## config.mk

```make
export PLATFORM = sky130hd
export DESIGN_NAME = smsc_cmd_top
export DESIGN_NICKNAME = d
export VERILOG_FILES = /design/src/logic/smsc_pkg.sv /design/src/logic/smsc_stat_if.sv /design/src/logic/smsc_nv_cell.sv /design/src/logic/smsc_stat_engine.sv /design/src/logic/smsc_cmd_top.sv
export SDC_FILE = /design/constraint.sdc
export NUM_CORES = 1
export LEC_CHECK = 0
export BUFFER_PORTS_ARGS = -buffer_cell sky130_fd_sc_hd__clkbuf_2
export CAP_MARGIN = 10
export CELL_PAD_IN_SITES_DETAIL_PLACEMENT = 0
export CELL_PAD_IN_SITES_GLOBAL_PLACEMENT = 1
export CORE_ASPECT_RATIO = 1.75
export CORE_MARGIN = 2
export CORE_UTILIZATION = 30
export DETAILED_ROUTE_END_ITERATION = 8
export PLACE_DENSITY_LB_ADDON = 0.1
export SETUP_SLACK_MARGIN = 0.5
export SLEW_MARGIN = 20
export SYNTH_ARGS = -nofsm -noshare
export SYNTH_HDL_FRONTEND = slang
export SYNTH_HIERARCHICAL = 1
export SYNTH_SLANG_ARGS = --single-unit
```

## constraint.sdc

```tcl
create_clock -name mclk_i -period 4.6 [get_ports mclk_i]
set_clock_uncertainty 0.15 [all_clocks]
set_input_delay 0.69 -clock mclk_i [delete_from_list [all_inputs] [get_ports mclk_i]]
set_output_delay 0.69 -clock mclk_i [all_outputs]
set_load 0.005 [all_outputs]
```

## src/logic/smsc_pkg.sv

```systemverilog
// package: command codes, register offsets, bit positions and layout of the monitoring handler
`default_nettype none
package smsc_pkg;
    // task-file commands
    localparam logic [7:0] CMD_MONITOR     = 8'hb0;
    localparam logic [7:0] CMD_STANDBY_A   = 8'he2;
    localparam logic [7:0] CMD_STANDBY_B   = 8'h96;
    // monitoring subcommands, carried in the feature register, and their sector count and sector number operands
    localparam logic [7:0] SUB_AUTOSAVE    = 8'hd2;
    localparam logic [7:0] SUB_ENABLE      = 8'hd8;
    localparam logic [7:0] SUB_DISABLE     = 8'hd9;
    localparam logic [7:0] SUB_OFFLINE     = 8'hd4;
    localparam logic [7:0] SUB_READ_DATA   = 8'hd0;
    localparam logic [7:0] AUTOSAVE_OFF    = 8'h00;
    localparam logic [7:0] AUTOSAVE_ON     = 8'hf1;
    localparam logic [7:0] SEL_FIRST       = 8'hca;
    localparam logic [7:0] SEL_LAST        = 8'hd1;
    // offline collection status codes
    localparam logic [7:0] COLL_NEVER      = 8'h00;
    localparam logic [7:0] COLL_DONE       = 8'h02;
    localparam logic [7:0] COLL_SUSP_HOST  = 8'h04;
    localparam logic [7:0] COLL_ABORT_HOST = 8'h05;
    localparam logic [7:0] COLL_ABORT_DEV  = 8'h06;
    // data structure layout
    localparam int unsigned SEL_DATA_LAST  = 361;
    localparam int unsigned STD_FIRST      = 362;
    localparam int unsigned COMMON_FIRST   = 386;
    localparam int unsigned CHECKSUM_BYTE  = 511;
    localparam int unsigned STRUCT_BYTES   = 512;
    // collection time per statistic, in cycles
    localparam int unsigned COLLECT_CYCLES = 64;
    // wishbone word offsets (byte addresses)
    localparam logic [7:0] ADR_FEATURE     = 8'h00;
    localparam logic [7:0] ADR_SECCNT      = 8'h04;
    localparam logic [7:0] ADR_SECNUM      = 8'h08;
    localparam logic [7:0] ADR_COMMAND     = 8'h0c;
    localparam logic [7:0] ADR_STATUS      = 8'h10;
    localparam logic [7:0] ADR_ERROR       = 8'h14;
    localparam logic [7:0] ADR_DATA        = 8'h18;
    localparam logic [7:0] ADR_CTRL        = 8'h1c;
    // status, error and control register bit positions
    localparam int unsigned ST_BUSY        = 7;
    localparam int unsigned ST_DRQ         = 3;
    localparam int unsigned ST_ERR         = 0;
    localparam int unsigned ER_ABORT       = 2;
    localparam int unsigned CTRL_AUTOSAVE  = 0;
    localparam int unsigned CTRL_MON_EN    = 1;
    localparam int unsigned CTRL_SLEEP     = 2;
    localparam int unsigned CTRL_DONE      = 3;
    typedef enum logic [1:0] {SMSC_IDLE, SMSC_COLLECT, SMSC_READOUT} smsc_state_t;
endpackage
`default_nettype wire

```

## src/logic/smsc_stat_if.sv

```systemverilog
// interface: request and result between the command core and the statistics engine
`default_nettype none
interface smsc_stat_if;
    logic       start;
    logic [2:0] sel;
    logic       done;
    logic [8:0] addr;
    logic [7:0] rdata;
    modport core (output start, output sel, output addr, input done, input rdata);
    modport engine (input start, input sel, input addr, output done, output rdata);
endinterface
`default_nettype wire

```

## src/logic/smsc_nv_cell.sv

```systemverilog
// non-volatile enable cell: holds monitoring state across power cycles
`default_nettype none
module smsc_nv_cell #(
    parameter logic INIT = 1'b0
) (
    input  wire logic mclk_i,
    input  wire logic wr_i,
    input  wire logic d_i,
    output logic      q_o
);
    // no reset: a real cell keeps its value through power loss; INIT models the factory state
    logic cell_reg = INIT;
    always_ff @(posedge mclk_i)
    begin
        if (wr_i)
        begin
            cell_reg <= d_i;
        end
    end
    assign q_o = cell_reg;
endmodule
`default_nettype wire

```

## src/logic/smsc_stat_engine.sv

```systemverilog
// statistics engine: gathers block statistics and serves the 512-byte structure
`default_nettype none
module smsc_stat_engine (
    input  wire logic   mclk_i,
    input  wire logic   rst_n_i,
    input  wire logic   wear_tick_i,
    smsc_stat_if.engine st
);
    logic [15:0] counter_reg;
    logic [15:0] result_reg;
    logic [2:0]  sel_reg;
    logic [7:0]  coll_status_reg;
    logic [$clog2(smsc_pkg::COLLECT_CYCLES):0] wait_reg;
    logic        run_reg;
    logic [7:0]  byte_val;
    logic [7:0]  sum;
    logic [7:0]  common_reg;

    // background gathering continues whatever the monitoring state is
    always_ff @(posedge mclk_i)
    begin
        if (!rst_n_i)
            counter_reg <= 16'h0000;
        else if (wear_tick_i)
            counter_reg <= counter_reg + 16'h0001;
    end

    // common byte frozen once readout leaves byte 0, so byte 386 and the checksum agree
    always_ff @(posedge mclk_i)
    begin
        if (!rst_n_i)
            common_reg <= 8'h00;
        else if (st.addr == 9'h000)
            common_reg <= counter_reg[7:0];
    end

    always_ff @(posedge mclk_i)
    begin
        if (!rst_n_i)
        begin
            run_reg         <= 1'b0;
            wait_reg        <= '0;
            result_reg      <= 16'h0000;
            sel_reg         <= 3'h0;
            coll_status_reg <= smsc_pkg::COLL_NEVER;
        end
        else if (st.start)
        begin
            run_reg  <= 1'b1;
            wait_reg <= '0;
            sel_reg  <= st.sel;
        end
        else if (run_reg)
        begin
            wait_reg <= wait_reg + 1'b1;
            if (wait_reg == ($bits(wait_reg))'(smsc_pkg::COLLECT_CYCLES - 1))
            begin
                run_reg         <= 1'b0;
                result_reg      <= counter_reg ^ {13'h0000, sel_reg};
                coll_status_reg <= smsc_pkg::COLL_DONE;
            end
        end
    end
    assign st.done = run_reg && (wait_reg == ($bits(wait_reg))'(smsc_pkg::COLLECT_CYCLES - 1));

    function automatic logic [7:0] struct_byte(input logic [8:0] a);
        if (a == 9'(smsc_pkg::STD_FIRST))
            struct_byte = coll_status_reg;
        else if (a == 9'h000)
            struct_byte = {5'h00, sel_reg};
        else if (a == 9'h001)
            struct_byte = result_reg[7:0];
        else if (a == 9'h002)
            struct_byte = result_reg[15:8];
        else if (a == 9'(smsc_pkg::COMMON_FIRST))
            struct_byte = common_reg;
        else
            struct_byte = 8'h00;
    endfunction

    // checksum: two's complement of the sum of the first 511 bytes; only five are nonzero
    always_comb
    begin
        sum = coll_status_reg + {5'h00, sel_reg} + result_reg[7:0] + result_reg[15:8] + common_reg;
        if (st.addr == 9'(smsc_pkg::CHECKSUM_BYTE))
            byte_val = 8'h00 - sum;
        else
            byte_val = struct_byte(st.addr);
    end
    assign st.rdata = byte_val;
endmodule
`default_nettype wire

```

## src/logic/smsc_cmd_top.sv

```systemverilog
// command core: monitoring subcommands and standby over a wishbone task file
`default_nettype none
module smsc_cmd_top #(
    parameter logic NV_INIT = 1'b0
) (
    input  wire logic        mclk_i,
    input  wire logic        rst_n_i,
    input  wire logic        wb_cyc_i,
    input  wire logic        wb_stb_i,
    input  wire logic        wb_we_i,
    input  wire logic [7:0]  wb_adr_i,
    input  wire logic [3:0]  wb_sel_i,
    input  wire logic [31:0] wb_dat_i,
    output logic [31:0]      wb_dat_o,
    output logic             wb_ack_o,
    input  wire logic        wear_tick_i,
    output logic             intrq_o,
    output logic             sleep_o
);
    smsc_stat_if st ();

    logic [7:0]  feature_reg;
    logic [7:0]  seccnt_reg;
    logic [7:0]  secnum_reg;
    logic        busy_status_bit;
    logic        drq_reg;
    logic        err_reg;
    logic        abort_reg;
    logic        autosave_reg;
    logic        sleep_reg;
    logic        intrq_reg;
    logic        done_evt_reg;
    logic        ack_reg;
    logic [31:0] rdat_reg;
    logic [8:0]  rd_ptr_reg;
    smsc_pkg::smsc_state_t state_reg;
    logic        mon_en;
    logic        nv_wr;
    logic        nv_d;
    logic        req;
    logic        wr_req;
    logic        rd_req;
    logic        cmd_wr;
    logic        stby_cmd;
    logic        data_rd;
    logic        start_pulse;
    logic [2:0]  sel_code;
    logic        accept;
    logic        abort_now;
    logic        sel_ok;
    logic [7:0]  status_byte;
    logic [7:0]  error_byte;
    logic [7:0]  ctrl_byte;

    smsc_nv_cell #(
        .INIT (NV_INIT)
    ) u_nv (
        .mclk_i (mclk_i),
        .wr_i   (nv_wr),
        .d_i    (nv_d),
        .q_o    (mon_en)
    );

    smsc_stat_engine u_eng (
        .mclk_i      (mclk_i),
        .rst_n_i     (rst_n_i),
        .wear_tick_i (wear_tick_i),
        .st          (st.engine)
    );

    // single-cycle request; ack next cycle, dropped in the cycle after
    assign req    = wb_cyc_i && wb_stb_i && !ack_reg;
    assign wr_req = req && wb_we_i && wb_sel_i[0];
    assign rd_req = req && !wb_we_i;
    // commands are refused while the core is busy
    assign cmd_wr = wr_req && (wb_adr_i == smsc_pkg::ADR_COMMAND) && !busy_status_bit;
    assign data_rd = rd_req && (wb_adr_i == smsc_pkg::ADR_DATA) && (state_reg == smsc_pkg::SMSC_READOUT);
    // either standby opcode; like every command it is refused while busy
    assign stby_cmd = cmd_wr && ((wb_dat_i[7:0] == smsc_pkg::CMD_STANDBY_A)
                                 || (wb_dat_i[7:0] == smsc_pkg::CMD_STANDBY_B));

    assign sel_ok   = (secnum_reg >= smsc_pkg::SEL_FIRST) && (secnum_reg <= smsc_pkg::SEL_LAST);
    // offsets 0..7 name the statistics in table order
    assign sel_code = 3'(secnum_reg - smsc_pkg::SEL_FIRST);

    always_comb
    begin
        accept    = 1'b0;
        abort_now = 1'b0;
        nv_wr     = 1'b0;
        nv_d      = mon_en;
        start_pulse = 1'b0;
        if (cmd_wr && (wb_dat_i[7:0] == smsc_pkg::CMD_MONITOR))
        begin
            if (!mon_en && (feature_reg != smsc_pkg::SUB_ENABLE))
                abort_now = 1'b1;
            else
            begin
                unique case (feature_reg)
                    smsc_pkg::SUB_ENABLE:
                    begin
                        nv_wr  = !mon_en;
                        nv_d   = 1'b1;
                        accept = 1'b1;
                    end
                    smsc_pkg::SUB_DISABLE:
                    begin
                        nv_wr  = 1'b1;
                        nv_d   = 1'b0;
                        accept = 1'b1;
                    end
                    smsc_pkg::SUB_AUTOSAVE:
                    begin
                        accept    = (seccnt_reg == smsc_pkg::AUTOSAVE_OFF) || (seccnt_reg == smsc_pkg::AUTOSAVE_ON);
                        abort_now = !accept;
                    end
                    smsc_pkg::SUB_OFFLINE:
                    begin
                        start_pulse = sel_ok;
                        abort_now   = !sel_ok;
                    end
                    smsc_pkg::SUB_READ_DATA:
                    begin
                        accept = 1'b1;
                    end
                    default:
                    begin
                        abort_now = 1'b1;
                    end
                endcase
            end
        end
    end
    assign st.start = start_pulse;
    assign st.sel   = sel_code;
    assign st.addr  = rd_ptr_reg;

    // task-file registers
    always_ff @(posedge mclk_i)
    begin
        if (!rst_n_i)
        begin
            feature_reg <= 8'h00;
            seccnt_reg  <= 8'h00;
            secnum_reg  <= 8'h00;
        end
        else if (wr_req && !busy_status_bit)
        begin
            if (wb_adr_i == smsc_pkg::ADR_FEATURE)
                feature_reg <= wb_dat_i[7:0];
            if (wb_adr_i == smsc_pkg::ADR_SECCNT)
                seccnt_reg <= wb_dat_i[7:0];
            if (wb_adr_i == smsc_pkg::ADR_SECNUM)
                secnum_reg <= wb_dat_i[7:0];
        end
    end

    always_ff @(posedge mclk_i)
    begin
        if (!rst_n_i)
            autosave_reg <= 1'b0;
        else if (cmd_wr && accept && (feature_reg == smsc_pkg::SUB_AUTOSAVE)
                 && (wb_dat_i[7:0] == smsc_pkg::CMD_MONITOR))
            autosave_reg <= (seccnt_reg == smsc_pkg::AUTOSAVE_ON);
    end

    // command sequencer
    always_ff @(posedge mclk_i)
    begin
        if (!rst_n_i)
        begin
            state_reg       <= smsc_pkg::SMSC_IDLE;
            busy_status_bit <= 1'b0;
            drq_reg         <= 1'b0;
            rd_ptr_reg      <= 9'h000;
            done_evt_reg    <= 1'b0;
        end
        else
        begin
            done_evt_reg <= 1'b0;
            unique case (state_reg)
                smsc_pkg::SMSC_IDLE:
                begin
                    busy_status_bit <= 1'b0;
                    if (start_pulse)
                    begin
                        busy_status_bit <= 1'b1;
                        state_reg       <= smsc_pkg::SMSC_COLLECT;
                    end
                    else if (cmd_wr && accept && (wb_dat_i[7:0] == smsc_pkg::CMD_MONITOR)
                             && (feature_reg == smsc_pkg::SUB_READ_DATA))
                    begin
                        drq_reg    <= 1'b1;
                        rd_ptr_reg <= 9'h000;
                        state_reg  <= smsc_pkg::SMSC_READOUT;
                    end
                    else if (stby_cmd)
                    begin
                        busy_status_bit <= 1'b1;
                        done_evt_reg    <= 1'b1;
                    end
                    else if (cmd_wr)
                        done_evt_reg <= 1'b1;
                end
                smsc_pkg::SMSC_COLLECT:
                begin
                    if (st.done)
                    begin
                        busy_status_bit <= 1'b0;
                        done_evt_reg    <= 1'b1;
                        state_reg       <= smsc_pkg::SMSC_IDLE;
                    end
                end
                smsc_pkg::SMSC_READOUT:
                begin
                    if (data_rd)
                    begin
                        rd_ptr_reg <= rd_ptr_reg + 9'h001;
                        if (rd_ptr_reg == 9'(smsc_pkg::CHECKSUM_BYTE))
                        begin
                            drq_reg      <= 1'b0;
                            done_evt_reg <= 1'b1;
                            state_reg    <= smsc_pkg::SMSC_IDLE;
                        end
                    end
                end
            endcase
        end
    end

    // error flags refresh on every command written while not busy, aborted ones included
    always_ff @(posedge mclk_i)
    begin
        if (!rst_n_i)
        begin
            err_reg   <= 1'b0;
            abort_reg <= 1'b0;
        end
        else if (cmd_wr)
        begin
            err_reg   <= abort_now;
            abort_reg <= abort_now;
        end
    end

    // low-power state: busy only blinks for one cycle, so standby completes at once
    always_ff @(posedge mclk_i)
    begin
        if (!rst_n_i)
            sleep_reg <= 1'b0;
        else if (stby_cmd)
            sleep_reg <= 1'b1;
        else if (cmd_wr)
            sleep_reg <= 1'b0;
    end

    // completion interrupt; reading status clears it, a new completion wins
    always_ff @(posedge mclk_i)
    begin
        if (!rst_n_i)
            intrq_reg <= 1'b0;
        else if (done_evt_reg)
            intrq_reg <= 1'b1;
        else if (rd_req && (wb_adr_i == smsc_pkg::ADR_STATUS))
            intrq_reg <= 1'b0;
    end

    assign status_byte = {busy_status_bit, 1'b1, 2'b00, drq_reg, 2'b00, err_reg};
    assign error_byte  = {5'h00, abort_reg, 2'b00};
    assign ctrl_byte   = {4'h0, (state_reg == smsc_pkg::SMSC_IDLE), sleep_reg, mon_en, autosave_reg};

    // bus answer; unmapped addresses read zero and ignore writes
    always_ff @(posedge mclk_i)
    begin
        if (!rst_n_i)
        begin
            ack_reg  <= 1'b0;
            rdat_reg <= 32'h0000_0000;
        end
        else
        begin
            ack_reg <= req;
            if (rd_req)
            begin
                unique case (wb_adr_i)
                    smsc_pkg::ADR_FEATURE: rdat_reg <= {24'h000000, feature_reg};
                    smsc_pkg::ADR_SECCNT:  rdat_reg <= {24'h000000, seccnt_reg};
                    smsc_pkg::ADR_SECNUM:  rdat_reg <= {24'h000000, secnum_reg};
                    smsc_pkg::ADR_STATUS:  rdat_reg <= {24'h000000, status_byte};
                    smsc_pkg::ADR_ERROR:   rdat_reg <= {24'h000000, error_byte};
                    smsc_pkg::ADR_DATA:    rdat_reg <= {24'h000000, drq_reg ? st.rdata : 8'h00};
                    smsc_pkg::ADR_CTRL:    rdat_reg <= {24'h000000, ctrl_byte};
                    default:               rdat_reg <= 32'h0000_0000;
                endcase
            end
        end
    end

    assign wb_ack_o = ack_reg;
    assign wb_dat_o = rdat_reg;
    assign intrq_o  = intrq_reg;
    assign sleep_o  = sleep_reg;
endmodule
`default_nettype wire

```

==> reports/qor.csv <==
stage;metric;value;unit
logic_synthesis;netlist_instances;721;
cells_and_area;antenna_cells;0;
global_routing;antenna_found_initial;0;
cells_and_area;nNetsFinal;830;
cells_and_area;design_area;0.00702;mm2
power;p_switching;0.491;mW
clock_network;cts_buffers;9;
logic_synthesis;synthTopCellsByArea;dfxtp_1, mux2i_1, fa_1, ha_1, xnor2_1;
setup_path;worstSetupPathType;reg2reg;
min_path;min_from;wb_dat_o[7];
drt;wl;19300;um
timing;maxSlewHeadroom;0.332;
global_routing;grt_max_degree;60;
global_routing;grt_usage;0.175;
setup_path;reg2regPathDepth;15;
clock_network;ctsHoldBuffers;0;
timing;grt_setup_unrepaired;yes;
clock_network;clock-root-buffer;clkbuf_16;
setup_path;crit_path_max_fanout;3;
setup_path;rrSetupSlack;0.70;ns
logic_synthesis;async_reset_ff_frac;0;
die;initial_utilization;0.306;
drt;viasPerCell;5.18;
global_routing;grt_pass1_vias;5242;
setup_path;arrival;4.04;ns
placed_design;place_congestion;0.854;
timing;period_needed;3.90;ns
setup_path;critPathRequiredTime;4.74;ns
power;p_comb_frac;0.092;
timing;finalCritPeriodShare;0.848;
timing;hold_slack;0.302;ns
cells_and_area;area_growth;10.2;%
die;fp.dieArea;0.0225;mm2
drt;firstDrtPassIters;4;
power;pwr-share-clk;0.438;
setup_path;worstReg2RegEnd;wb_dat_o[7];
power;p_leak;2.63;nW
setup_path;crit_path_start;u_eng/sel_reg[1];
timing;finalSetupTns;0;ns
clock_network;cts_tree;done;
setup_path;crit_end;wb_dat_o[7];
die;core_area;0.0208;mm2
placed_design;portBuffers;33;
clock_network;cts_sinks;104;
clock_network;cts.reportedPaths.clkPinSlew;0.08;ns
setup_path;cp-end-kind;flop;
logic_synthesis;synth_top_area_frac;0.324;
timing;max_freq;0.256;GHz
placed_design;dpl_cell_area;0.00668;mm2
drt;drtIter0Drc;278;
logic_synthesis;synth_commonest_cells;dfxtp_1, nand2_1, mux2i_1;
logic_synthesis;synth_ff_type;dfxtp_1;
power;sequentialPowerShare;0.470;
run_status;status;completed;
cells_and_area;stdcell_count;1001;
clock_network;insertion_delay;0.37;ns
timing;slew_viol_final;0;
logic_synthesis;yosysTopAreaCell;dfxtp_1;
setup_path;reg2reg_from;u_eng/sel_reg[1];
drt;wire_per_inst;19.2;um
logic_synthesis;avgSynthCellArea;8.84;um2
placed_design;hpwl;14900;um
logic_synthesis;synth_warnings;6;
power;power.density;279;mW/mm2
logic_synthesis;synth.most_common_cell;dfxtp_1;
die;pin_count;85;
power;p_int;1.47;mW
clock_network;post_cts_resize_count;0;
drt;vias;5187;
clock_network;clk_path_buf_depth;2;
die;die_x;114;um
timing;finalSetupViolations;0;
min_path;hp-class;reg2reg;
die;num_rows;70;
drt;drtAntennaViolNets;0;
logic_synthesis;synth_edf_count;1;
die;die_y;197;um
timing;worst_pin_slew;0.997;ns
logic_synthesis;synthDistinctLibCells;77;
logic_synthesis;synth.ff_latch_count;104;
cells_and_area;drive_gt1_frac;0.103;
timing;hold_viol;0;
global_routing;grt_first_pass_wirelength;29700;um
drt;drc;0;
global_routing;grt_overflow_total;0;
setup_path;startpoint_type;flop;
logic_synthesis;syn_area;0.00637;mm2
placed_design;dp_cells;985;
power;ir_worst_vdd;0.000177;V
logic_synthesis;synth-seq-area-share;0.328;
job;maxCapViolations;0;
power;swShare;0.251;
clock_network;postCtsSetupBuffers;0;
clock_network;htreeDepth;3;
area by class of cell:
cell class	count	area [um2]
timing repair buffer	42	233
sequential	104	2090
clock buffer	12	246
inverter	50	188
multi-input combinational	537	3870
clock inverter	4	77.6
tap	252	315
fill	2190	13800
critical path, cell delays in order, from the launching register on:
cell and delay [ns]:
dfxtp_1 0.38, inv_1 0.08, fa_1 0.47, inv_1 0.05, fa_1 0.44, fa_1 0.51, inv_1 0.04, ha_1 0.23
a211oi_1 0.29, o21bai_1 0.14, a21oi_2 0.26, xnor2_1 0.10, o22ai_1 0.17, nand2_1 0.12, a21o_1 0.24, a21oi_1 0.13
power groups by stage:
stage | clock network [mW] | registers [mW] | logic, mW
global route | 0.921 | 0.921 | 0.199
floorplan | 0 | 0.934 | 0.142
finish | 0.857 | 0.920 | 0.180
global placement | 0 | 0.941 | 0.174
CTS | 0.888 | 0.920 | 0.179
detailed placement | 0 | 0.941 | 0.178
through the flow:
| step | utilization | power (mW) | setup slack, ns |
|---|---|---|---|
| global route | 0.337 | 2.04 | 0.456 |
| global placement | 0.321 | 1.12 | 0.627 |
| detailed placement | 0.321 | 1.12 | 0.622 |
| finish | 0.337 | 1.96 | 0.698 |
| floorplan | - | 1.08 | 0.986 |
| CTS | 0.336 | 1.99 | 0.582 |
logic make-up after synthesis:
logic type | after synthesis | share of synthesized area
DFF | 104 | 0.328
adders and majority gates | 36 | 0.0872
and+or+nand+nor | 261 | 0.236
xor gates and xnor gates | 31 | 0.0426
muxes | 51 | 0.0803
buffers and inverters | 103 | 0.0807
AOI/OAI and AO/OA | 134 | 0.144
other | 1 | 0.000589
per-layer routing:
| layer | share of wire | routed length [um] | global-route usage |
|---|---|---|---|
| met5 | 0 | 0 | 0 |
| met3 | 0.029 | 558 | 0.0231 |
| met4 | 0.049 | 944 | 0.100 |
| met1 | 0.37 | 7060 | 0.174 |
| met2 | 0.56 | 10700 | 0.339 |
worst min-delay path by stage:
stage,to,slack [ns],depth (start not counted)
global placement,intrq_o,0.27,2
floorplan,intrq_o,0.26,2
detailed placement,wb_dat_o[1],0.30,2
CTS,wb_dat_o[1],0.30,2
finish,wb_dat_o[7],0.30,2
global route,wb_dat_o[1],0.32,2
placed cells by master (no fill, tap or decap), types with 4 or more instances in the layout:
cell | Yosys | layout
conb_1 | 1 | 24
a21o_1 | 5 | 5
nor3_1 | 6 | 6
xor2_1 | 8 | 8
nor4_1 | 5 | 5
a21oi_1 | 38 | 37
o211a_1 | 4 | 4
or3_1 | 6 | 6
nand2b_1 | 8 | 8
a22o_1 | 7 | 7
nand4_1 | 11 | 11
nor2b_1 | 32 | 32
buf_4 | 24 | 9
clkbuf_16 | 0 | 9
o2bb2ai_1 | 5 | 5
and4_1 | 4 | 4
o31ai_1 | 8 | 8
xnor2_1 | 23 | 23
ha_1 | 22 | 22
or4_1 | 8 | 8
dfxtp_1 | 103 | 103
nor2_1 | 39 | 38
and2_1 | 20 | 20
inv_1 | 49 | 49
o21ai_0 | 19 | 19
mux2i_1 | 50 | 50
a32oi_1 | 4 | 4
o22ai_1 | 6 | 6
a22oi_1 | 11 | 10
nand2_1 | 51 | 51
clkbuf_2 | 1 | 33
fa_1 | 14 | 14
nand3_1 | 31 | 31
and3_1 | 9 | 9
No activity file was read; power rests on OpenSTA's default activity.
